**src/hdl/jas_pkg.sv**
```systemverilog
// Package: constants for the test-access path selector
package jas_pkg;
    // Test-access controller states (IEEE 1149.1 style)
    typedef enum logic [3:0] {
        TAP_RESET, TAP_IDLE, TAP_SEL_DR, TAP_CAP_DR, TAP_SHIFT_DR, TAP_EXIT1_DR,
        TAP_PAUSE_DR, TAP_EXIT2_DR, TAP_UPD_DR, TAP_SEL_IR, TAP_CAP_IR, TAP_SHIFT_IR,
        TAP_EXIT1_IR, TAP_PAUSE_IR, TAP_EXIT2_IR, TAP_UPD_IR
    } jas_tap_state_t;

    // Instruction register width and codes
    localparam int unsigned IR_WIDTH     = 4;
    localparam logic [3:0]  IR_RESET_VAL = 4'h1;
    localparam logic [3:0]  IR_IDCODE    = 4'h1;
    localparam logic [3:0]  IR_BYPASS    = 4'hf;
    localparam logic [1:0]  IR_CAPTURE   = 2'h1;
    // Identification word: value is arbitrary
    localparam logic [31:0] ID_WORD      = 32'h0000_1001;
    localparam int unsigned ID_WIDTH     = 32;
    // Bit positions of the test inputs inside the synchroniser vector
    localparam int unsigned SYNC_PIN_TCK  = 0;
    localparam int unsigned SYNC_PIN_TDI  = 1;
    localparam int unsigned SYNC_PIN_TMS  = 2;
    localparam int unsigned SYNC_CORE_TCK = 3;
    localparam int unsigned SYNC_CORE_TDI = 4;
    localparam int unsigned SYNC_CORE_TMS = 5;
    localparam int unsigned SYNC_SEL      = 6;
    localparam int unsigned SYNC_WIDTH    = 7;
endpackage : jas_pkg

```
**src/hdl/jas_access_select.sv**
```systemverilog
// Module: selects pin-side or core-side path into the test-access controller
`timescale 1ns/100ps
// Operation
// - Pin-side path via dedicated test pins
// - Core-side path driven from fabric logic
// - Only one path drives controller ever
// - Select high: core path, pins disabled
// - Select low: pin path restored
// - Select low on entry to user mode
module jas_access_select (
    // Clock and reset
    input  wire logic clk_i,
    input  wire logic reset_n_i,
    // Pin-side test signals
    input  wire logic pin_tck_i,
    input  wire logic pin_tdi_i,
    input  wire logic pin_tms_i,
    output logic      pin_tdo_o,
    output logic      pin_tdo_oe_n_o,
    // Core-side test signals
    input  wire logic core_sel_i,
    input  wire logic core_tck_i,
    input  wire logic core_tdi_i,
    input  wire logic core_tms_i,
    output logic      core_tdo_o,
    // Status
    output logic      core_active_o
);
    // Two-flop synchronisers for every asynchronous input
    // A metastable level settles in the first stage; only the second stage is read
    logic [jas_pkg::SYNC_WIDTH-1:0] sync1_q;
    logic [jas_pkg::SYNC_WIDTH-1:0] sync2_q;
    logic [jas_pkg::SYNC_WIDTH-1:0] raw_in;
    assign raw_in = {core_sel_i, core_tms_i, core_tdi_i, core_tck_i, pin_tms_i, pin_tdi_i, pin_tck_i};

    always_ff @(posedge clk_i) begin
        if (!reset_n_i) begin
            sync1_q <= '0;
            sync2_q <= '0;
        end else begin
            sync1_q <= raw_in;
            sync2_q <= sync1_q;
        end
    end

    // Selected path; reset holds the pin side in control
    // The select passes one more register so the mux and output gating swap together
    logic sel_q;
    logic sel_d;
    logic tck_prev_q;
    logic tck_prev_d;
    logic mux_tck;
    logic mux_tdi;
    logic mux_tms;
    logic tck_rise;
    logic tck_fall;
    logic sel_change;

    always_comb begin
        sel_d = sync2_q[jas_pkg::SYNC_SEL];
        sel_change = sel_d != sel_q;
        // One path only reaches the controller at any time
        mux_tck = sel_q ? sync2_q[jas_pkg::SYNC_CORE_TCK] : sync2_q[jas_pkg::SYNC_PIN_TCK];
        mux_tdi = sel_q ? sync2_q[jas_pkg::SYNC_CORE_TDI] : sync2_q[jas_pkg::SYNC_PIN_TDI];
        mux_tms = sel_q ? sync2_q[jas_pkg::SYNC_CORE_TMS] : sync2_q[jas_pkg::SYNC_PIN_TMS];
        tck_prev_d = mux_tck;
        // A path switch suppresses edges only in the last cycle on the old path; the first cycle on the new path still compares with the old clock level
        // Limitation: switch paths only while both test clocks are quiet
        tck_rise = mux_tck & ~tck_prev_q & ~sel_change;
        tck_fall = ~mux_tck & tck_prev_q & ~sel_change;
    end

    always_ff @(posedge clk_i) begin
        if (!reset_n_i) begin
            sel_q      <= 1'b0;
            tck_prev_q <= 1'b0;
        end else begin
            sel_q      <= sel_d;
            tck_prev_q <= tck_prev_d;
        end
    end

    // Controller state, instruction and data shift registers
    jas_pkg::jas_tap_state_t state_q;
    jas_pkg::jas_tap_state_t state_d;
    logic [jas_pkg::IR_WIDTH-1:0] ir_q;
    logic [jas_pkg::IR_WIDTH-1:0] ir_d;
    logic [jas_pkg::IR_WIDTH-1:0] ir_sh_q;
    logic [jas_pkg::IR_WIDTH-1:0] ir_sh_d;
    logic [jas_pkg::ID_WIDTH-1:0] dr_q;
    logic [jas_pkg::ID_WIDTH-1:0] dr_d;

    // Next-state table, stepped on each rising test clock
    // Kept as a function so the table reads like the usual state diagram
    function automatic jas_pkg::jas_tap_state_t tap_next(input jas_pkg::jas_tap_state_t s, input logic tms);
        unique case (s)
            jas_pkg::TAP_RESET:    tap_next = tms ? jas_pkg::TAP_RESET   : jas_pkg::TAP_IDLE;
            jas_pkg::TAP_IDLE:     tap_next = tms ? jas_pkg::TAP_SEL_DR  : jas_pkg::TAP_IDLE;
            jas_pkg::TAP_SEL_DR:   tap_next = tms ? jas_pkg::TAP_SEL_IR  : jas_pkg::TAP_CAP_DR;
            jas_pkg::TAP_CAP_DR:   tap_next = tms ? jas_pkg::TAP_EXIT1_DR : jas_pkg::TAP_SHIFT_DR;
            jas_pkg::TAP_SHIFT_DR: tap_next = tms ? jas_pkg::TAP_EXIT1_DR : jas_pkg::TAP_SHIFT_DR;
            jas_pkg::TAP_EXIT1_DR: tap_next = tms ? jas_pkg::TAP_UPD_DR  : jas_pkg::TAP_PAUSE_DR;
            jas_pkg::TAP_PAUSE_DR: tap_next = tms ? jas_pkg::TAP_EXIT2_DR : jas_pkg::TAP_PAUSE_DR;
            jas_pkg::TAP_EXIT2_DR: tap_next = tms ? jas_pkg::TAP_UPD_DR  : jas_pkg::TAP_SHIFT_DR;
            jas_pkg::TAP_UPD_DR:   tap_next = tms ? jas_pkg::TAP_SEL_DR  : jas_pkg::TAP_IDLE;
            jas_pkg::TAP_SEL_IR:   tap_next = tms ? jas_pkg::TAP_RESET   : jas_pkg::TAP_CAP_IR;
            jas_pkg::TAP_CAP_IR:   tap_next = tms ? jas_pkg::TAP_EXIT1_IR : jas_pkg::TAP_SHIFT_IR;
            jas_pkg::TAP_SHIFT_IR: tap_next = tms ? jas_pkg::TAP_EXIT1_IR : jas_pkg::TAP_SHIFT_IR;
            jas_pkg::TAP_EXIT1_IR: tap_next = tms ? jas_pkg::TAP_UPD_IR  : jas_pkg::TAP_PAUSE_IR;
            jas_pkg::TAP_PAUSE_IR: tap_next = tms ? jas_pkg::TAP_EXIT2_IR : jas_pkg::TAP_PAUSE_IR;
            jas_pkg::TAP_EXIT2_IR: tap_next = tms ? jas_pkg::TAP_UPD_IR  : jas_pkg::TAP_SHIFT_IR;
            jas_pkg::TAP_UPD_IR:   tap_next = tms ? jas_pkg::TAP_SEL_DR  : jas_pkg::TAP_IDLE;
        endcase
    endfunction : tap_next

    // Controller stepping: capture, shift and update on rising test clock
    always_comb begin
        state_d = state_q;
        ir_d    = ir_q;
        ir_sh_d = ir_sh_q;
        dr_d    = dr_q;
        if (tck_rise) begin
            state_d = tap_next(state_q, mux_tms);
            unique case (state_q)
                jas_pkg::TAP_RESET: begin
                    ir_d = jas_pkg::IR_RESET_VAL;
                end
                jas_pkg::TAP_CAP_IR: begin
                    ir_sh_d = {{(jas_pkg::IR_WIDTH-2){1'b0}}, jas_pkg::IR_CAPTURE};
                end
                jas_pkg::TAP_SHIFT_IR: begin
                    ir_sh_d = {mux_tdi, ir_sh_q[jas_pkg::IR_WIDTH-1:1]};
                end
                jas_pkg::TAP_UPD_IR: begin
                    ir_d = ir_sh_q;
                end
                jas_pkg::TAP_CAP_DR: begin
                    dr_d = (ir_q == jas_pkg::IR_IDCODE) ? jas_pkg::ID_WORD : '0;
                end
                jas_pkg::TAP_SHIFT_DR: begin
                    // Bypass is one bit long; identification shifts the full word
                    if (ir_q == jas_pkg::IR_IDCODE) begin
                        dr_d = {mux_tdi, dr_q[jas_pkg::ID_WIDTH-1:1]};
                    end else begin
                        dr_d = {{(jas_pkg::ID_WIDTH-1){1'b0}}, mux_tdi};
                    end
                end
                default: begin
                end
            endcase
        end
    end

    // Reset leaves the controller in its reset state with the identify code loaded
    always_ff @(posedge clk_i) begin
        if (!reset_n_i) begin
            state_q <= jas_pkg::TAP_RESET;
            ir_q    <= jas_pkg::IR_RESET_VAL;
            ir_sh_q <= '0;
            dr_q    <= '0;
        end else begin
            state_q <= state_d;
            ir_q    <= ir_d;
            ir_sh_q <= ir_sh_d;
            dr_q    <= dr_d;
        end
    end

    // Serial output: updated on the falling test clock, routed to the live path only
    logic tdo_q;
    logic tdo_d;
    logic tdo_en_q;
    logic tdo_en_d;
    logic pin_tdo_q;
    logic pin_tdo_d;
    logic pin_oe_n_q;
    logic pin_oe_n_d;
    logic core_tdo_q;
    logic core_tdo_d;

    always_comb begin
        tdo_d    = tdo_q;
        tdo_en_d = tdo_en_q;
        // The bit is refreshed on every falling clock; the enable and the select decide if the pin drives it
        if (tck_fall) begin
            tdo_en_d = (state_q == jas_pkg::TAP_SHIFT_DR) || (state_q == jas_pkg::TAP_SHIFT_IR);
            tdo_d    = (state_q == jas_pkg::TAP_SHIFT_IR) ? ir_sh_q[0] : dr_q[0];
        end
        // Pin driver released while the core owns the controller
        // Gating follows the next select value so the outputs swap on the edge at which
        // the select register swaps; the old path never shows its last bit for a cycle
        pin_oe_n_d = ~(tdo_en_q & ~sel_d);
        pin_tdo_d  = sel_d ? 1'b0 : tdo_q;
        core_tdo_d = sel_d ? tdo_q : 1'b0;
    end

    // Reset parks the pin driver released and both serial outputs low
    always_ff @(posedge clk_i) begin
        if (!reset_n_i) begin
            tdo_q      <= 1'b0;
            tdo_en_q   <= 1'b0;
            pin_tdo_q  <= 1'b0;
            pin_oe_n_q <= 1'b1;
            core_tdo_q <= 1'b0;
        end else begin
            tdo_q      <= tdo_d;
            tdo_en_q   <= tdo_en_d;
            pin_tdo_q  <= pin_tdo_d;
            pin_oe_n_q <= pin_oe_n_d;
            core_tdo_q <= core_tdo_d;
        end
    end

    // Outputs come straight from the registers above
    assign pin_tdo_o      = pin_tdo_q;
    assign pin_tdo_oe_n_o = pin_oe_n_q;
    assign core_tdo_o     = core_tdo_q;
    assign core_active_o  = sel_q;
endmodule : jas_access_select

```
**config.mk**
```make
export PLATFORM = sky130hd
export DESIGN_NAME = jas_access_select
export DESIGN_NICKNAME = d
export VERILOG_FILES = /design/src/hdl/jas_pkg.sv /design/src/hdl/jas_access_select.sv
export SDC_FILE = /design/constraint.sdc
export NUM_CORES = 1
export LEC_CHECK = 0
export BUFFER_PORTS_ARGS = -buffer_cell sky130_fd_sc_hd__buf_2
export CORE_MARGIN = 10
export CORE_UTILIZATION = 50
export DETAILED_ROUTE_END_ITERATION = 10
export PLACE_DENSITY = 0.67
export SYNTH_ARGS = -nofsm -noshare
export SYNTH_HDL_FRONTEND = slang
export SYNTH_SLANG_ARGS = --single-unit
```
**constraint.sdc**
```tcl
create_clock -name clk_i -period 3.9 [get_ports clk_i]
set_input_delay 0.39 -clock clk_i [delete_from_list [all_inputs] [get_ports clk_i]]
set_output_delay 0.39 -clock clk_i [all_outputs]
set_load 0.1 [all_outputs]
```
==> results.py <==
metrics = {
    "run_status": {
        "status": "finished clean",
    },
    "synthesis": {
        "synth-edff-count": 0,
        "avgSynthCellArea_um2": 9.816,
        "ys.warnings.count": 0,
        "synth_nets": 274,
        "synth_seq_area_share_pct": 50.02,
        "synth_simple_gate_area_share_pct": 23.76,
        "synth_top_family_by_area": "simple AND/OR/NAND/NOR gates",
        "synthAdderAreaFrac_pct": 0,
        "synthXorXnorAreaFrac_pct": 0.6734,
        "synth_flop_cell": "dfxtp_1",
        "yosys.cell_types.count": 43,
        "synth_cells": 265,
        "async_flop_share_pct": 0,
        "yosysTopAreaCellShare_pct": 50.02,
        "synthMuxAreaShare_pct": 1.972,
        "synth_compound_area_share_pct": 17.85,
        "synth_seq_cells": 65,
        "yosysTopAreaCell": "dfxtp_1",
        "synth.area.top_cells": "dfxtp_1 (50%), a22oi_1 (9.8%), nor2b_1 (9.4%)",
        "syn-cell-area_mm2": 0.002601,
    },
    "global_route": {
        "grt_use_total_pct": 10.61,
        "gr-total-overflow": 0,
        "grt_pass1_vias": 1650,
        "grt_pass1_wl_mm": 7.383,
        "grt_start_max_net_pins": 67,
        "antenna_found_initial": 0,
    },
    "place": {
        "port_buffers": 12,
        "dpl-instance-area_mm2": 0.002604,
        "gp_congestion": 0.7498,
        "place_hpwl_mm": 2.548,
        "preCtsSetupSlack_ns": 1.435,
    },
    "worst_setup_path": {
        "critPathRequiredTime_ns": 4.18,
        "endpoint_kind": "flop",
        "cp_max_fo": 35,
        "timing.rr.end": "dr_q[31]$_SDFFE_PN0P_",
        "criticalPathCategory": "reg -> reg",
        "r2r-start": "state_q[2]$_SDFFE_PN0P_",
        "rr_worst_depth": 5,
        "rrSetupSlack_ns": 1.44,
        "cp.arrival_ns": 2.74,
        "startpoint_type": "flop",
        "cp-startpoint": "state_q[2]$_SDFFE_PN0P_",
    },
    "clock_network": {
        "post-cts-setup-buffer-count": 0,
        "cts_tree": "yes",
        "clock_path_buffers": 2,
        "postCtsHoldBufs": 0,
        "clk_pin_slew_ns": 0.07,
        "root_buffer": "clkbuf_8",
        "clock_sinks": 65,
        "cts_buffers": 9,
        "clk_latency_ns": 0.34,
        "cts_resized": 0,
        "cts.htree.levels": 3,
    },
    "drt": {
        "avgRoutedWirePerCell_um": 12.60,
        "totalWireLength_mm": 4.296,
        "vias_per_cell": 5.261,
        "remaining_drc_errors": 0,
        "ant_nets": 0,
        "dr.first_iter.drc_count": 87,
        "routed-via-count": 1794,
        "first_pass_iters": 5,
    },
    "sta": {
        "slew_violations": 0,
        "post-route-period-util_pct": 63.12,
        "rsz0062_at_grt": "false",
        "finalSetupViolations": 0,
        "fmax_ghz": 0.4062,
        "worst_slack_ns": 1.438,
        "hold_violations": 0,
        "clock_skew_ns": 0.008006,
        "fin_crit_ns": 2.462,
        "tightest_slew_ns": 1.153,
        "finalSetupTns_ns": 0,
        "relSlewSlack_pct": 23.14,
    },
    "min_path": {
        "holdPathEnd": "sync1_q[3]$_SDFF_PN0_",
        "hold_path_depth": 2,
        "hold_path_class": "in -> reg",
        "hold_start": "core_tck_i",
    },
    "layout": {
        "antenna_cells": 0,
        "nNetsFinal": 275,
        "final_core_util_pct": 56.11,
        "final.fill_count": 462,
        "area_growth_pct": 9.476,
        "drive_gt1_share_pct": 12.18,
        "final_cell_area_mm2": 0.002848,
    },
    "floorplan": {
        "initial_utilization_pct": 51.26,
        "fp.dieH_um": 92.13,
        "die_w_um": 92.13,
        "rows": 26,
        "ioPinCount": 13,
        "core-area_mm2": 0.005075,
        "die-area_mm2": 0.008488,
    },
    "pwr": {
        "p_leak_uw": 0.0009613,
        "pwr_density_cell_mw_per_mm2": 492.7,
        "irDropWorstVdd_mv": 0.4457,
    },
    "job": {
        "cap_violations": 0,
    },
}
[synthesized netlist by cell type (2+ instances only)]
cell type and number:
a21o_1 2, a21oi_1 8, a22oi_1 34, and2_1 19, and3_1 2, buf_2 2
buf_6 8, clkbuf_1 12, dfxtp_1 65, mux2i_1 4, nand2_1 7, nand2b_1 2
nand3_1 5, nand3b_1 3, nor2_1 11, nor2b_1 39, nor3_1 4, o21ai_0 10
o31ai_1 2, or2_2 2, xnor2_1 2
[registers in the layout (all words and copies together), names as in the netlist]
register        count
tdo_q               1
core_active_o       1
pin_tdo_o           1
sync2_q             7
ir_sh_q             4
tdo_en_q            1
dr_q               32
pin_tdo_oe_n_o      1
state_q             4
ir_q                4
tck_prev_q          1
sync1_q             7
core_tdo_o          1
[through the flow]
stage | total power [µW] | hold WS (ns) | instances
after global routing | 1454 | 0.2503 | 341
final | 1403 | 0.2532 | 341
after floorplan | 726.7 | 0.3832 | 265
after detailed placement | 735.0 | 0.4078 | 325
after CTS | 1423 | 0.2382 | 341
after global placement | 734.5 | 0.4147 | 325
[final cells by class]
class / instances / area [µm²] / share of cell area [%]
sequential: 65 / 1301 / 45.69
tap: 70 / 87.58 / 3.076
clock inverter: 6 / 116.4 / 4.086
inverter: 1 / 3.754 / 0.1318
clock buffer: 10 / 127.6 / 4.482
timing repair buffer: 12 / 60.06 / 2.109
multi-input combinational: 177 / 1151 / 40.42
[worst max path at each step]
stage / endpoint / slack [ns]
after floorplan: dr_q[0]$_SDFFE_PN0P_ / 1.50
after global placement: dr_q[31]$_SDFFE_PN0P_ / 1.50
after detailed placement: dr_q[31]$_SDFFE_PN0P_ / 1.43
after CTS: dr_q[31]$_SDFFE_PN0P_ / 1.43
after global routing: dr_q[31]$_SDFFE_PN0P_ / 1.17
final: dr_q[31]$_SDFFE_PN0P_ / 1.44
[worst max-delay path: stages, from the launching register on]
cell	delay [ns]
dfxtp_1	0.65
or3b_2	0.49
a221o_1	0.72
nor3_1	0.35
a21oi_1	0.06
nor2b_1	0.13
[power breakdown]
part           internal (µW)  switching, µW  total (µW)
combinational           19.2           21.9        41.1
sequential               672           6.33         678
clock                    428            256         684
total                   1120            284        1400
[logic make-up after synthesis]
family | count (synthesis)
buffers and inverters | 23
multiplexers | 5
AO/OA/AOI/OAI | 67
AND/OR/NAND/NOR | 103
flip-flops | 65
XOR/XNOR | 2
[layer usage]
layer	vias up	wire (µm)	global-route usage [%]
met1	833	2176	12.98
met3	8	117	2.934
li1	933	-	-
met2	20	1954	15.65
met4	0	48	7.712
met5	-	0	0
[placed cells by master, fill, tap and decap left out, types with 7 or more instances in the layout]
master / netlist / final
a21oi_1: 8 / 8
nand2_1: 7 / 7
o21ai_0: 10 / 10
and2_1: 19 / 19
dfxtp_1: 65 / 65
nor2b_1: 39 / 39
clkbuf_8: 0 / 9
nor2_1: 11 / 11
a22oi_1: 34 / 34
buf_2: 2 / 12
No activity file was read; power rests on OpenSTA's default activity.
